$ cat config.mk
export PLATFORM = sky130hd
export DESIGN_NAME = srad_scratchpad
export DESIGN_NICKNAME = d
export VERILOG_FILES = /design/src/design/srad_pkg.sv /design/src/design/srad_scratchpad.sv /design/src/design/srad_mem_router.sv
export SDC_FILE = /design/constraint.sdc
export NUM_CORES = 2
export LEC_CHECK = 0
export BUFFER_PORTS_ARGS = -buffer_cell sky130_fd_sc_hd__buf_2
export CORE_ASPECT_RATIO = 0.5
export CORE_MARGIN = 3
export CORE_UTILIZATION = 30
export DETAILED_ROUTE_END_ITERATION = 12
export PLACE_DENSITY_LB_ADDON = 0.15
export SLEW_MARGIN = 10
export SYNTH_ARGS = -nofsm -noshare
export SYNTH_HDL_FRONTEND = slang
export SYNTH_SLANG_ARGS = --single-unit
export TNS_END_PERCENT = 10
$ cat constraint.sdc
create_clock -name sys_clk_i -period 16 [get_ports sys_clk_i]
set_clock_uncertainty 0.15 [all_clocks]
set_input_delay 2.4 -clock sys_clk_i [delete_from_list [all_inputs] [get_ports sys_clk_i]]
set_output_delay 2.4 -clock sys_clk_i [all_outputs]
set_load 0.05 [all_outputs]
$ cat src/design/srad_pkg.sv
package srad_pkg;

  // ----------------------------------------------------------------
  // Address map
  // ----------------------------------------------------------------
  localparam logic [7:0]  STACK_TOP_POINTER_ADDR      = 8'h81;
  localparam logic [7:0]  PROCESSOR_STATUS_FLAGS_ADDR = 8'hd0;
  localparam logic [7:0]  STACK_TOP_POINTER_RST       = 8'h07;
  localparam logic [7:0]  PROCESSOR_STATUS_FLAGS_RST  = 8'h00;
  localparam logic [7:0]  BIT_AREA_BASE               = 8'h20;
  localparam logic [7:0]  BIT_AREA_LAST               = 8'h2f;
  localparam logic [7:0]  DIRECT_RAM_LAST             = 8'h7f;
  localparam int          BANK_SEL_LSB                = 3;
  localparam int          BANK_SEL_MSB                = 4;
  localparam logic [15:0] ONCHIP_LIMIT_RST            = 16'h3fff;

  // ----------------------------------------------------------------
  // Request encodings
  // ----------------------------------------------------------------
  typedef enum logic [2:0] {
    SRAD_OP_NONE,
    SRAD_OP_DIRECT,
    SRAD_OP_INDIRECT,
    SRAD_OP_WORKING,
    SRAD_OP_BIT,
    SRAD_OP_PUSH,
    SRAD_OP_POP
  } srad_op_t;

  typedef enum logic [1:0] {
    SRAD_MEM_FETCH,
    SRAD_MEM_TABLE_READ,
    SRAD_MEM_EXT_READ,
    SRAD_MEM_EXT_WRITE
  } srad_mem_kind_t;

  typedef struct packed {
    srad_op_t   op;
    logic       wr;
    logic [7:0] addr;
    logic [7:0] wdata;
    logic       wbit;
  } srad_req_t;

  typedef struct packed {
    logic       valid;
    logic [7:0] rdata;
    logic       rbit;
    logic       is_function_reg;
  } srad_rsp_t;

  typedef struct packed {
    logic           valid;
    srad_mem_kind_t kind;
    logic [15:0]    addr;
  } srad_mem_req_t;

  typedef struct packed {
    logic        valid;
    logic        is_program;
    logic        is_external;
    logic        is_write;
    logic [15:0] addr;
  } srad_mem_route_t;

endpackage : srad_pkg

$ cat src/design/srad_scratchpad.sv
// Function
// RULE_01 - Program and data spaces separate, 64KB each
// RULE_02 - No path writes program memory
// RULE_03 - Data space only by external data move
// RULE_04 - On-chip range internal, rest external bus
// RULE_05 - Software sets on-chip program limit
// RULE_06 - Direct 00h-7Fh reaches lower scratchpad
// RULE_07 - Direct 80h-FFh reaches function registers
// RULE_08 - Indirect reaches full scratchpad 00h-FFh
// RULE_09 - Bytes 20h-2Fh give 128 bits
// RULE_10 - Function registers ending 0/8 bit-addressable
// RULE_11 - Bit versus byte from instruction type
// RULE_12 - Four banks of eight working registers
// RULE_13 - Bank chosen by status word bits
// RULE_14 - Stack pointer at 81h resets 07h
// RULE_15 - Push pre-increments, pop post-decrements pointer
// RULE_16 - Call and interrupt save return address
// RULE_17 - Working register access in one cycle
// RULE_18 - Bit 00h is LSB of 20h
module srad_scratchpad
  import srad_pkg::*;
#(
  parameter int RAM_DEPTH = 256
) (
  // Clock and reset
  input  wire logic            sys_clk_i,
  input  wire logic            nrst_i,
  // Register access from the core
  input  wire srad_req_t       req_i,
  output srad_rsp_t            rsp_o,
  // Return address save on call or interrupt entry
  input  wire logic            call_i,
  input  wire logic [15:0]     ret_addr_i,
  // Memory access from the core
  input  wire srad_mem_req_t   mem_req_i,
  input  wire logic            onchip_en_i,
  input  wire logic            limit_wr_i,
  input  wire logic [15:0]     limit_wdata_i,
  output srad_mem_route_t      mem_route_o,
  // Visible state
  output logic [7:0]           stack_top_pointer_o,
  output logic [7:0]           processor_status_flags_o,
  output logic [15:0]          onchip_program_limit_o
);

  // ----------------------------------------------------------------
  // Helpers
  // ----------------------------------------------------------------
  function automatic logic [7:0] bit_byte(input logic [7:0] baddr); // see RULE_18
    bit_byte = baddr[7] ? {baddr[7:3], 3'b000} : (BIT_AREA_BASE + {4'h0, baddr[6:3]}); // see RULE_09
  endfunction : bit_byte

  function automatic logic [7:0] set_bit(input logic [7:0] v, input logic [2:0] pos, input logic b);
    logic [7:0] r;
    r      = v;
    r[pos] = b;
    set_bit = r;
  endfunction : set_bit

  // ----------------------------------------------------------------
  // Storage
  // ----------------------------------------------------------------
  logic [7:0]  ram_reg [RAM_DEPTH];
  logic [7:0]  stack_top_pointer_reg;
  logic [7:0]  processor_status_flags_reg;
  logic [15:0] onchip_program_limit_reg;
  logic        call_hi_pending_reg;
  logic [7:0]  call_hi_reg;
  srad_rsp_t   rsp_reg;

  // ----------------------------------------------------------------
  // Address resolution
  // ----------------------------------------------------------------
  wire logic [1:0] bank_sel   = processor_status_flags_reg[BANK_SEL_MSB:BANK_SEL_LSB]; // see RULE_13
  wire logic [7:0] work_addr  = {3'b000, bank_sel, req_i.addr[2:0]}; // see RULE_12
  wire logic       is_bit     = (req_i.op == SRAD_OP_BIT); // see RULE_11
  wire logic [7:0] bit_addr_b = bit_byte(req_i.addr);
  wire logic [2:0] bit_pos    = req_i.addr[2:0];
  wire logic [7:0] sp_inc     = stack_top_pointer_reg + 8'h01;

  // Direct with bit 7 set means function register, never upper RAM
  wire logic direct_fr = (req_i.op == SRAD_OP_DIRECT) && req_i.addr[7]; // see RULE_07
  // Bit area above 7Fh lands on a function register whose address ends in 0 or 8
  wire logic bit_fr    = is_bit && req_i.addr[7]; // see RULE_10
  wire logic to_fr     = direct_fr || bit_fr;

  logic [7:0] ram_addr;
  always_comb begin
    unique case (req_i.op)
      SRAD_OP_DIRECT:   ram_addr = {1'b0, req_i.addr[6:0]}; // see RULE_06
      SRAD_OP_INDIRECT: ram_addr = req_i.addr; // see RULE_08
      SRAD_OP_WORKING:  ram_addr = work_addr; // see RULE_17
      SRAD_OP_BIT:      ram_addr = bit_addr_b;
      SRAD_OP_PUSH:     ram_addr = sp_inc; // see RULE_15
      SRAD_OP_POP:      ram_addr = stack_top_pointer_reg;
      default:          ram_addr = 8'h00;
    endcase
  end

  // Function registers held by this block; others read zero
  logic [7:0] fr_rdata;
  always_comb begin
    unique case (is_bit ? bit_addr_b : req_i.addr)
      STACK_TOP_POINTER_ADDR:      fr_rdata = stack_top_pointer_reg;
      PROCESSOR_STATUS_FLAGS_ADDR: fr_rdata = processor_status_flags_reg;
      default:                     fr_rdata = 8'h00;
    endcase
  end

  wire logic [7:0] byte_rd   = to_fr ? fr_rdata : ram_reg[ram_addr];
  wire logic       active    = (req_i.op != SRAD_OP_NONE);
  wire logic       do_wr     = active && (req_i.wr || (req_i.op == SRAD_OP_PUSH));
  wire logic [7:0] wr_val    = is_bit ? set_bit(byte_rd, bit_pos, req_i.wbit) : req_i.wdata;
  wire logic [7:0] fr_target = is_bit ? bit_addr_b : req_i.addr;
  wire logic       wr_sp     = do_wr && to_fr && (fr_target == STACK_TOP_POINTER_ADDR); // see RULE_14
  wire logic       wr_psw    = do_wr && to_fr && (fr_target == PROCESSOR_STATUS_FLAGS_ADDR);
  wire logic       wr_ram    = do_wr && !to_fr && (req_i.op != SRAD_OP_POP);

  // Call stacks two bytes: low then high on the next cycle
  wire logic       call_go   = call_i && !call_hi_pending_reg; // see RULE_16
  wire logic [7:0] sp_next   = call_go || call_hi_pending_reg || (req_i.op == SRAD_OP_PUSH) ? sp_inc :
                               (req_i.op == SRAD_OP_POP) ? stack_top_pointer_reg - 8'h01 :
                               wr_sp ? wr_val : stack_top_pointer_reg;

  srad_rsp_t rsp_next;
  assign rsp_next = '{valid: active, rdata: byte_rd, rbit: byte_rd[bit_pos],
                      is_function_reg: to_fr};

  // ----------------------------------------------------------------
  // State update
  // ----------------------------------------------------------------
  always_ff @(posedge sys_clk_i or negedge nrst_i) begin
    if (!nrst_i) begin
      stack_top_pointer_reg      <= STACK_TOP_POINTER_RST; // see RULE_14
      processor_status_flags_reg <= PROCESSOR_STATUS_FLAGS_RST;
      onchip_program_limit_reg   <= ONCHIP_LIMIT_RST;
      call_hi_pending_reg        <= 1'b0;
      call_hi_reg                <= 8'h00;
      rsp_reg                    <= '0;
    end else begin
      stack_top_pointer_reg      <= sp_next; // see RULE_15
      processor_status_flags_reg <= wr_psw ? wr_val : processor_status_flags_reg;
      onchip_program_limit_reg   <= limit_wr_i ? limit_wdata_i : onchip_program_limit_reg; // see RULE_05
      call_hi_pending_reg        <= call_go;
      call_hi_reg                <= call_go ? ret_addr_i[15:8] : call_hi_reg;
      rsp_reg                    <= rsp_next;
    end
  end

  // RAM has no reset; a call owns the stack port for its two cycles
  always_ff @(posedge sys_clk_i) begin
    if (call_go || call_hi_pending_reg) begin
      ram_reg[sp_inc] <= call_go ? ret_addr_i[7:0] : call_hi_reg; // see RULE_16
    end else if (wr_ram) begin
      ram_reg[ram_addr] <= wr_val;
    end
  end

  // Data space only through the router; register ops never reach it
  srad_mem_router u_router ( // see RULE_03
    .sys_clk_i      (sys_clk_i),
    .nrst_i         (nrst_i),
    .mem_req_i      (mem_req_i),
    .onchip_en_i    (onchip_en_i),
    .onchip_limit_i (onchip_program_limit_reg),
    .route_o        (mem_route_o)
  );

  assign rsp_o                    = rsp_reg;
  assign stack_top_pointer_o      = stack_top_pointer_reg;
  assign processor_status_flags_o = processor_status_flags_reg;
  assign onchip_program_limit_o   = onchip_program_limit_reg;
endmodule : srad_scratchpad

$ cat src/design/srad_mem_router.sv
module srad_mem_router
  import srad_pkg::*;
(
  // Clock and reset
  input  wire logic            sys_clk_i,
  input  wire logic            nrst_i,
  // Request and limit
  input  wire srad_mem_req_t   mem_req_i,
  input  wire logic            onchip_en_i,
  input  wire logic [15:0]     onchip_limit_i,
  // Routed access
  output srad_mem_route_t      route_o
);

  wire logic is_prog    = (mem_req_i.kind == SRAD_MEM_FETCH) ||
                          (mem_req_i.kind == SRAD_MEM_TABLE_READ);
  // Program side has no write kind at all
  wire logic is_wr      = (mem_req_i.kind == SRAD_MEM_EXT_WRITE); // see RULE_02
  wire logic above_lim  = mem_req_i.addr > onchip_limit_i;
  wire logic ext_sel    = !onchip_en_i || (is_prog && above_lim) || !is_prog; // see RULE_04

  srad_mem_route_t route_next;
  assign route_next = '{valid: mem_req_i.valid, is_program: is_prog, is_external: ext_sel,
                        is_write: is_wr, addr: mem_req_i.addr}; // see RULE_01

  always_ff @(posedge sys_clk_i or negedge nrst_i) begin
    if (!nrst_i) begin
      route_o <= '0;
    end else begin
      route_o <= route_next; // see RULE_05
    end
  end
endmodule : srad_mem_router

# ---- After elaboration in Yosys (flattened, before gate mapping)
# Memories as Yosys holds them, arrays and structs flattened.
# Index checks and enable logic that the tools add are counted.
# W data, S select, Z words.
dict set report word_totals {
  output_inout_bits 63
  in_bits 77
  register_bits 72
  n_memories 1
  mem_bits_rw 2048
  latchBits 0
  romBits 0
}
# memory words word_bits rd rd_clocked_by_memory_dff write_ports line_no
set memory_table {}
lappend memory_table {ram_reg 256 8 1 0 1 srad_scratchpad.sv:63} ;# logic [7:0] ram_reg [RAM_DEPTH];
dict set report classes {
  add_sub_neg 3
  reduce_logical 26
  n_shift 0
  magnitude_cmp 3
  n_eq_ne 11
  bitwise_logic 0
  div_mod_pow 0
  muxes 23
  n_mul 0
}
# operator n
set op_table {}
lappend op_table {{$mux W8} 10}
lappend op_table {{$pmux W8 S6} 1}
lappend op_table {{$eq A8 B8 Y1 const B} 2}
lappend op_table {{$gt A16 B16 Y1} 1}
lappend op_table {{$pmux W8 S2} 1}
lappend op_table {{$logic_and A1 B1 Y1} 11}
lappend op_table {{$eq A3 B3 Y1 const B} 3}
lappend op_table {{$add A8 B1 Y8 const B} 1}
lappend op_table {{$bwmux W8} 1}
lappend op_table {{$mux W1} 8}
lappend op_table {{$reduce_or A8 Y1} 1}
lappend op_table {{$sub A8 B1 Y8 const B} 1}
lappend op_table {{$add A6 B4 Y7 const A} 1}
lappend op_table {{$logic_or A1 B1 Y1} 7}
lappend op_table {{$eq A3 B2 Y1 const B} 2}
lappend op_table {{$reduce_bool A3 Y1} 2}
lappend op_table {{$logic_not A1 Y1} 4}
lappend op_table {{$lt A3 B4 Y1 const B} 1}
lappend op_table {{$bmux W1 S3} 1}
lappend op_table {{$demux W1 S3} 1}
lappend op_table {{$eq A3 B1 Y1 const B} 1}
lappend op_table {{$ge A3 B1 Y1 const B} 1}
lappend op_table {{$ne A3 B3 Y1 const B} 1}
lappend op_table {{$eq A2 B1 Y1 const B} 1}
lappend op_table {{2 further kinds} 2}

# ---- Logic depth before layout (Yosys ltp)
dict set report depth {
  word_depth 11
  ltp_mapped 20
  ltp_nobuf 14
}

# ---- Hierarchy
# From an unflattened synthesis, not the netlist that was laid out.
dict set report unflattened {
  hier_cells 6136
  area_unflattened_um2 86435.4
}
# mod instances cells_per_inst area_per_inst_um2
set modules_own_cells {}
lappend modules_own_cells {srad_scratchpad 1 6057 85505.8}
lappend modules_own_cells {srad_mem_router 1 79 929.6}

# ---- Worst setup path after synthesis
# OpenSTA, ideal clock, no wires.
dict set report synth_timing {
  path_kind {input port to flip-flop}
  start {in req_i[16] in the netlist's numbering}
  end {mem ram_reg[0][4] (data pin)}
  required_ns 13.608
  path_buffers 7
  stages 16
  arrival_ns 15.550
  setup_ns 2.242
  path_slack_ns -1.942
  path_cell_list {clkbuf_1 > mux2_2 > a32oi_1 > o221a_2 > buf_2 > buf_2 > buf_2 > buf_4 > buf_2 > buf_2 > a311oi_1 > o311ai_1 > nand2_1 > o2111ai_1 > a21oi_1 > o31ai_1}
}
dict set report synth_via {
  elab_cells_between_ends 21
  classes_between {eq/ne: 2; mux: 11; reduce/logical: 7; memory: 1}
}
# item line_no
set synth_lines {}
lappend synth_lines {{start, declared} srad_scratchpad.sv:29} ;# input wire srad_req_t req_i,
lappend synth_lines {{branches (longest 4 deep; another with $mem_v2 Z256 W8)} -}
lappend synth_lines {{$mux W8 (*)} srad_scratchpad.sv:110} ;# wire logic [7:0] byte_rd = to_fr ? fr_rdata : ram_reg[ram_addr];
lappend synth_lines {{via byte_rd[4]} srad_scratchpad.sv:110}
lappend synth_lines {{$bwmux W8 (*)} srad_scratchpad.sv:56} ;# r[pos] = b;
lappend synth_lines {{$mux W8 (*)} srad_scratchpad.sv:113} ;# wire logic [7:0] wr_val = is_bit ? set_bit(byte_rd, bit_pos, req_i.wbit) : req_i.wdata;
lappend synth_lines {{$mux W8 (no source line) (*)} -}
lappend synth_lines {{end, declared} srad_scratchpad.sv:63}
# Mark *: on every way through the listed nets, which the timed path passes.

# ---- Final worst setup path
dict set report layout_timing {
  start {in req_i[20] in the netlist's numbering}
  end {mem ram_reg[167][5] (data pin)}
}
dict set report layout_via {
  elab_cells_between_ends 30
  classes_between {eq/ne: 9; mux: 10; reduce/logical: 10; memory: 1}
}
# item line_no
set layout_lines {}
lappend layout_lines {{branches (longest 4 deep; another with $mem_v2 Z256 W8)} -}
lappend layout_lines {{$mux W8 (*)} srad_scratchpad.sv:110}
lappend layout_lines {{via byte_rd[5]} srad_scratchpad.sv:110}
lappend layout_lines {{$bwmux W8 (*)} srad_scratchpad.sv:56}
lappend layout_lines {{$mux W8 (*)} srad_scratchpad.sv:113}
lappend layout_lines {{$mux W8 (no source line) (*)} -}
# Marked as above.

==> reports/qor.yml <==
cts_sinks: 2120
cts_tree: "done"
setup_viol: 0
switching_share_pct: 33.20
crit_chain: "buf_2, clkinv_2, o21a_4, nor2_4, buf_4, buf_12, mux4_2, mux2i_1, o22ai_1, nor4_1, o22ai_1, o21ai_0, nand2_1, a21oi_1, o31ai_4, buf_4, buf_12"
vdd_drop_max_uv: 88.96
power.leakage_uw: 0.03275
critPathArrivalTime_ns: 10.53
core_area_um2: 289200
comb_power_share_pct: 22.1
startpoint_type: "input pin"
cap_violations: 0
p_sw_uw: 4880
fin_setup_tns_ns: 0
crit_type: "in -> reg"
yosys.cell_types.count: 87
powerDensity_nw_per_um2: 146.6
via_count: 59810
slew_headroom_pct: 7.563
finalHoldViolCount: 0
place_area_um2: 93610
syn_area_per_cell_um2: 13.86
grt_max_degree: 209
initial_utilization_pct: 30.38
clock_latency_ns: 0.89
rsz0062_at_grt: "no"
synth_nets: 6433
rows: 139
cts_buffers: 214
route.detailed.drc: 0
synth_warnings: 0
fin_cells: 10510
largest_reg_flops: 2048
cts_buffer_depth: 4
firstDrtPassIters: 6
async_flop_share_pct: 3.396
report.final.slew_viol_count: 0
slowest_delay_ns: 1.06
grt.total_usage_pct: 23.21
yosys-top-cells-area: "edfxtp_1 70%, nand2_1 4.6%, a211oi_1 2.2%"
dieArea_um2: 299800
ys_seq_area_share_pct: 72.08
worst_pin_slew_ns: 1.382
grt_first_pass_wirelength_mm: 489.0
cts_resized: 0
nets: 6540
finalCritPeriodShare_pct: 64.23
synth_edf_count: 2048
antenna_violating_nets_post_route: 0
required_ns: 16.25
die_w_um: 771.3
overflow: 0
dpl.cell_count: 10110
dp_hpwl_mm: 218.0
p_seq_share_pct: 44.3
h-tree-depth: 4
setup_ws_ns: 5.723
power_frac_clock_pct: 33.7
cts.clk_slew.worst_paths_ns: 0.06
grt_pass1_vias: 55860
period_needed_ns: 10.28
outcome: "finished clean"
io_pins: 140
p_int_uw: 9819
yosysMostFrequentCell: "edfxtp_1"
cts-root-buf: "clkbuf_16"
timing.fmax_mhz: 97.31
antenna_found_initial: 42
viasPerCell: 5.691
synth_top_area_cell: "edfxtp_1"
worst-path-max-fanout: 132
dpl_worst_slack_ns: 5.184
drive_gt1_share_pct: 12.64
finalInstanceArea_um2: 100200
syn_area_um2: 87850
drt_iter0_drc: 8370
min_path_type: "reg -> reg"
routedWlPerCell_um: 34.17
numPortBuffers: 139
die_h_um: 388.7
end_kind: "flip-flop"
yosys_most_used_dff: "edfxtp_1"
ctsHoldBuffers: 0
cts_setup_buffers: 0
wl_mm: 359.2
synth-seq-cells: 2120
synth_commonest_cells: "2048 x edfxtp_1, 1068 x nand2_1, 359 x nor2_1"
syn_inst: 6338
synth_top_area_share_pct: 70.00
gp_congestion: 0.8799
fin_util_pct: 34.66
syn2layout_area_growth_pct: 14.10
cpMaxStageDelayCell: "o21ai_0"
## cell families (layout without fill, tap and decap cells)
logic type      after synthesis  after routing  share of synthesized area (%)
flops                      2120           2120                          72.08
fa+ha+maj                    18             18                         0.2564
buf+inv                     534            809                          2.766
other cells                   0             21                              0
simple gates               2094           2094                          10.61
compound gates             1355           1355                          11.22
xor+xnor                      6              6                        0.05982
mux                         211            211                          3.012
## per-stage QoR
stage | total power [uW] | hold WS, ns
floorplan | 8219 | 0.2764
global placement | 9795 | 0.2892
detailed placement | 9785 | 0.2958
CTS | 14690 | 0.3093
global route | 15080 | 0.3361
finish | 14700 | 0.3077
## worst paths after layout
kind / from / end / slack, ns / depth (start not counted)
max: req_i[20] / ram_reg[167][5] / 5.72 / 17
min: call_hi_reg[3] / call_hi_reg[3] / 0.31 / 2
max reg2reg: stack_top_pointer_o[0] / ram_reg[167][5] / 6.88 / 18
min reg2reg: call_hi_reg[3] / call_hi_reg[3] / 0.31 / 2
max in group asynchronous: nrst_i / rsp_o[7] / 13.45 / 2
min in group asynchronous: nrst_i / u_router.route_o[13] / 1.30 / 1
## metal layers
metal  GRT usage, %  wire (um)
met5         0.1754        258
met4          6.256      10160
met3          7.219      39320
met2          32.98     150100
met1          33.97     159400
## critical path, delay by kind of cell
family	cells	cell delay [ns]
buffers and inverters	6	2.75
AOI/OAI and AO/OA	6	2.41
and+or+nand+nor	3	1.48
muxes	2	0.83
## cells in the final DEF, fill, tap and decap left out, types with 138 or more instances in the layout
cell and n:
a21oi_1 153, nand3_1 236, and3_1 285, buf_4 231, mux2i_1 161, nor2_1 339
edfxtp_1 2048, o21ai_0 181, clkbuf_16 216, buf_2 138, a211oi_1 251, nand2_1 1046
a311oi_1 148
## final cells by class
cell class                 count  area (um^2)
fill                       28080       189000
sequential                  2120        63320
multi-input combinational   3684        22540
clock buffer                 288         5766
tap                         3877         4851
timing repair buffer         386         2765
clock inverter                96        798.3
inverter                      39        147.6
antenna                       21        52.55
## power by group through the flow
stage	Sequential, uW	Clock [uW]	Combinational [uW]
floorplan	6760	0	1460
global route	6510	5230	3330
detailed placement	6620	0	3160
finish	6510	4950	3240
global placement	6620	0	3180
CTS	6500	5010	3170
No activity file was read; power rests on OpenSTA's default activity.
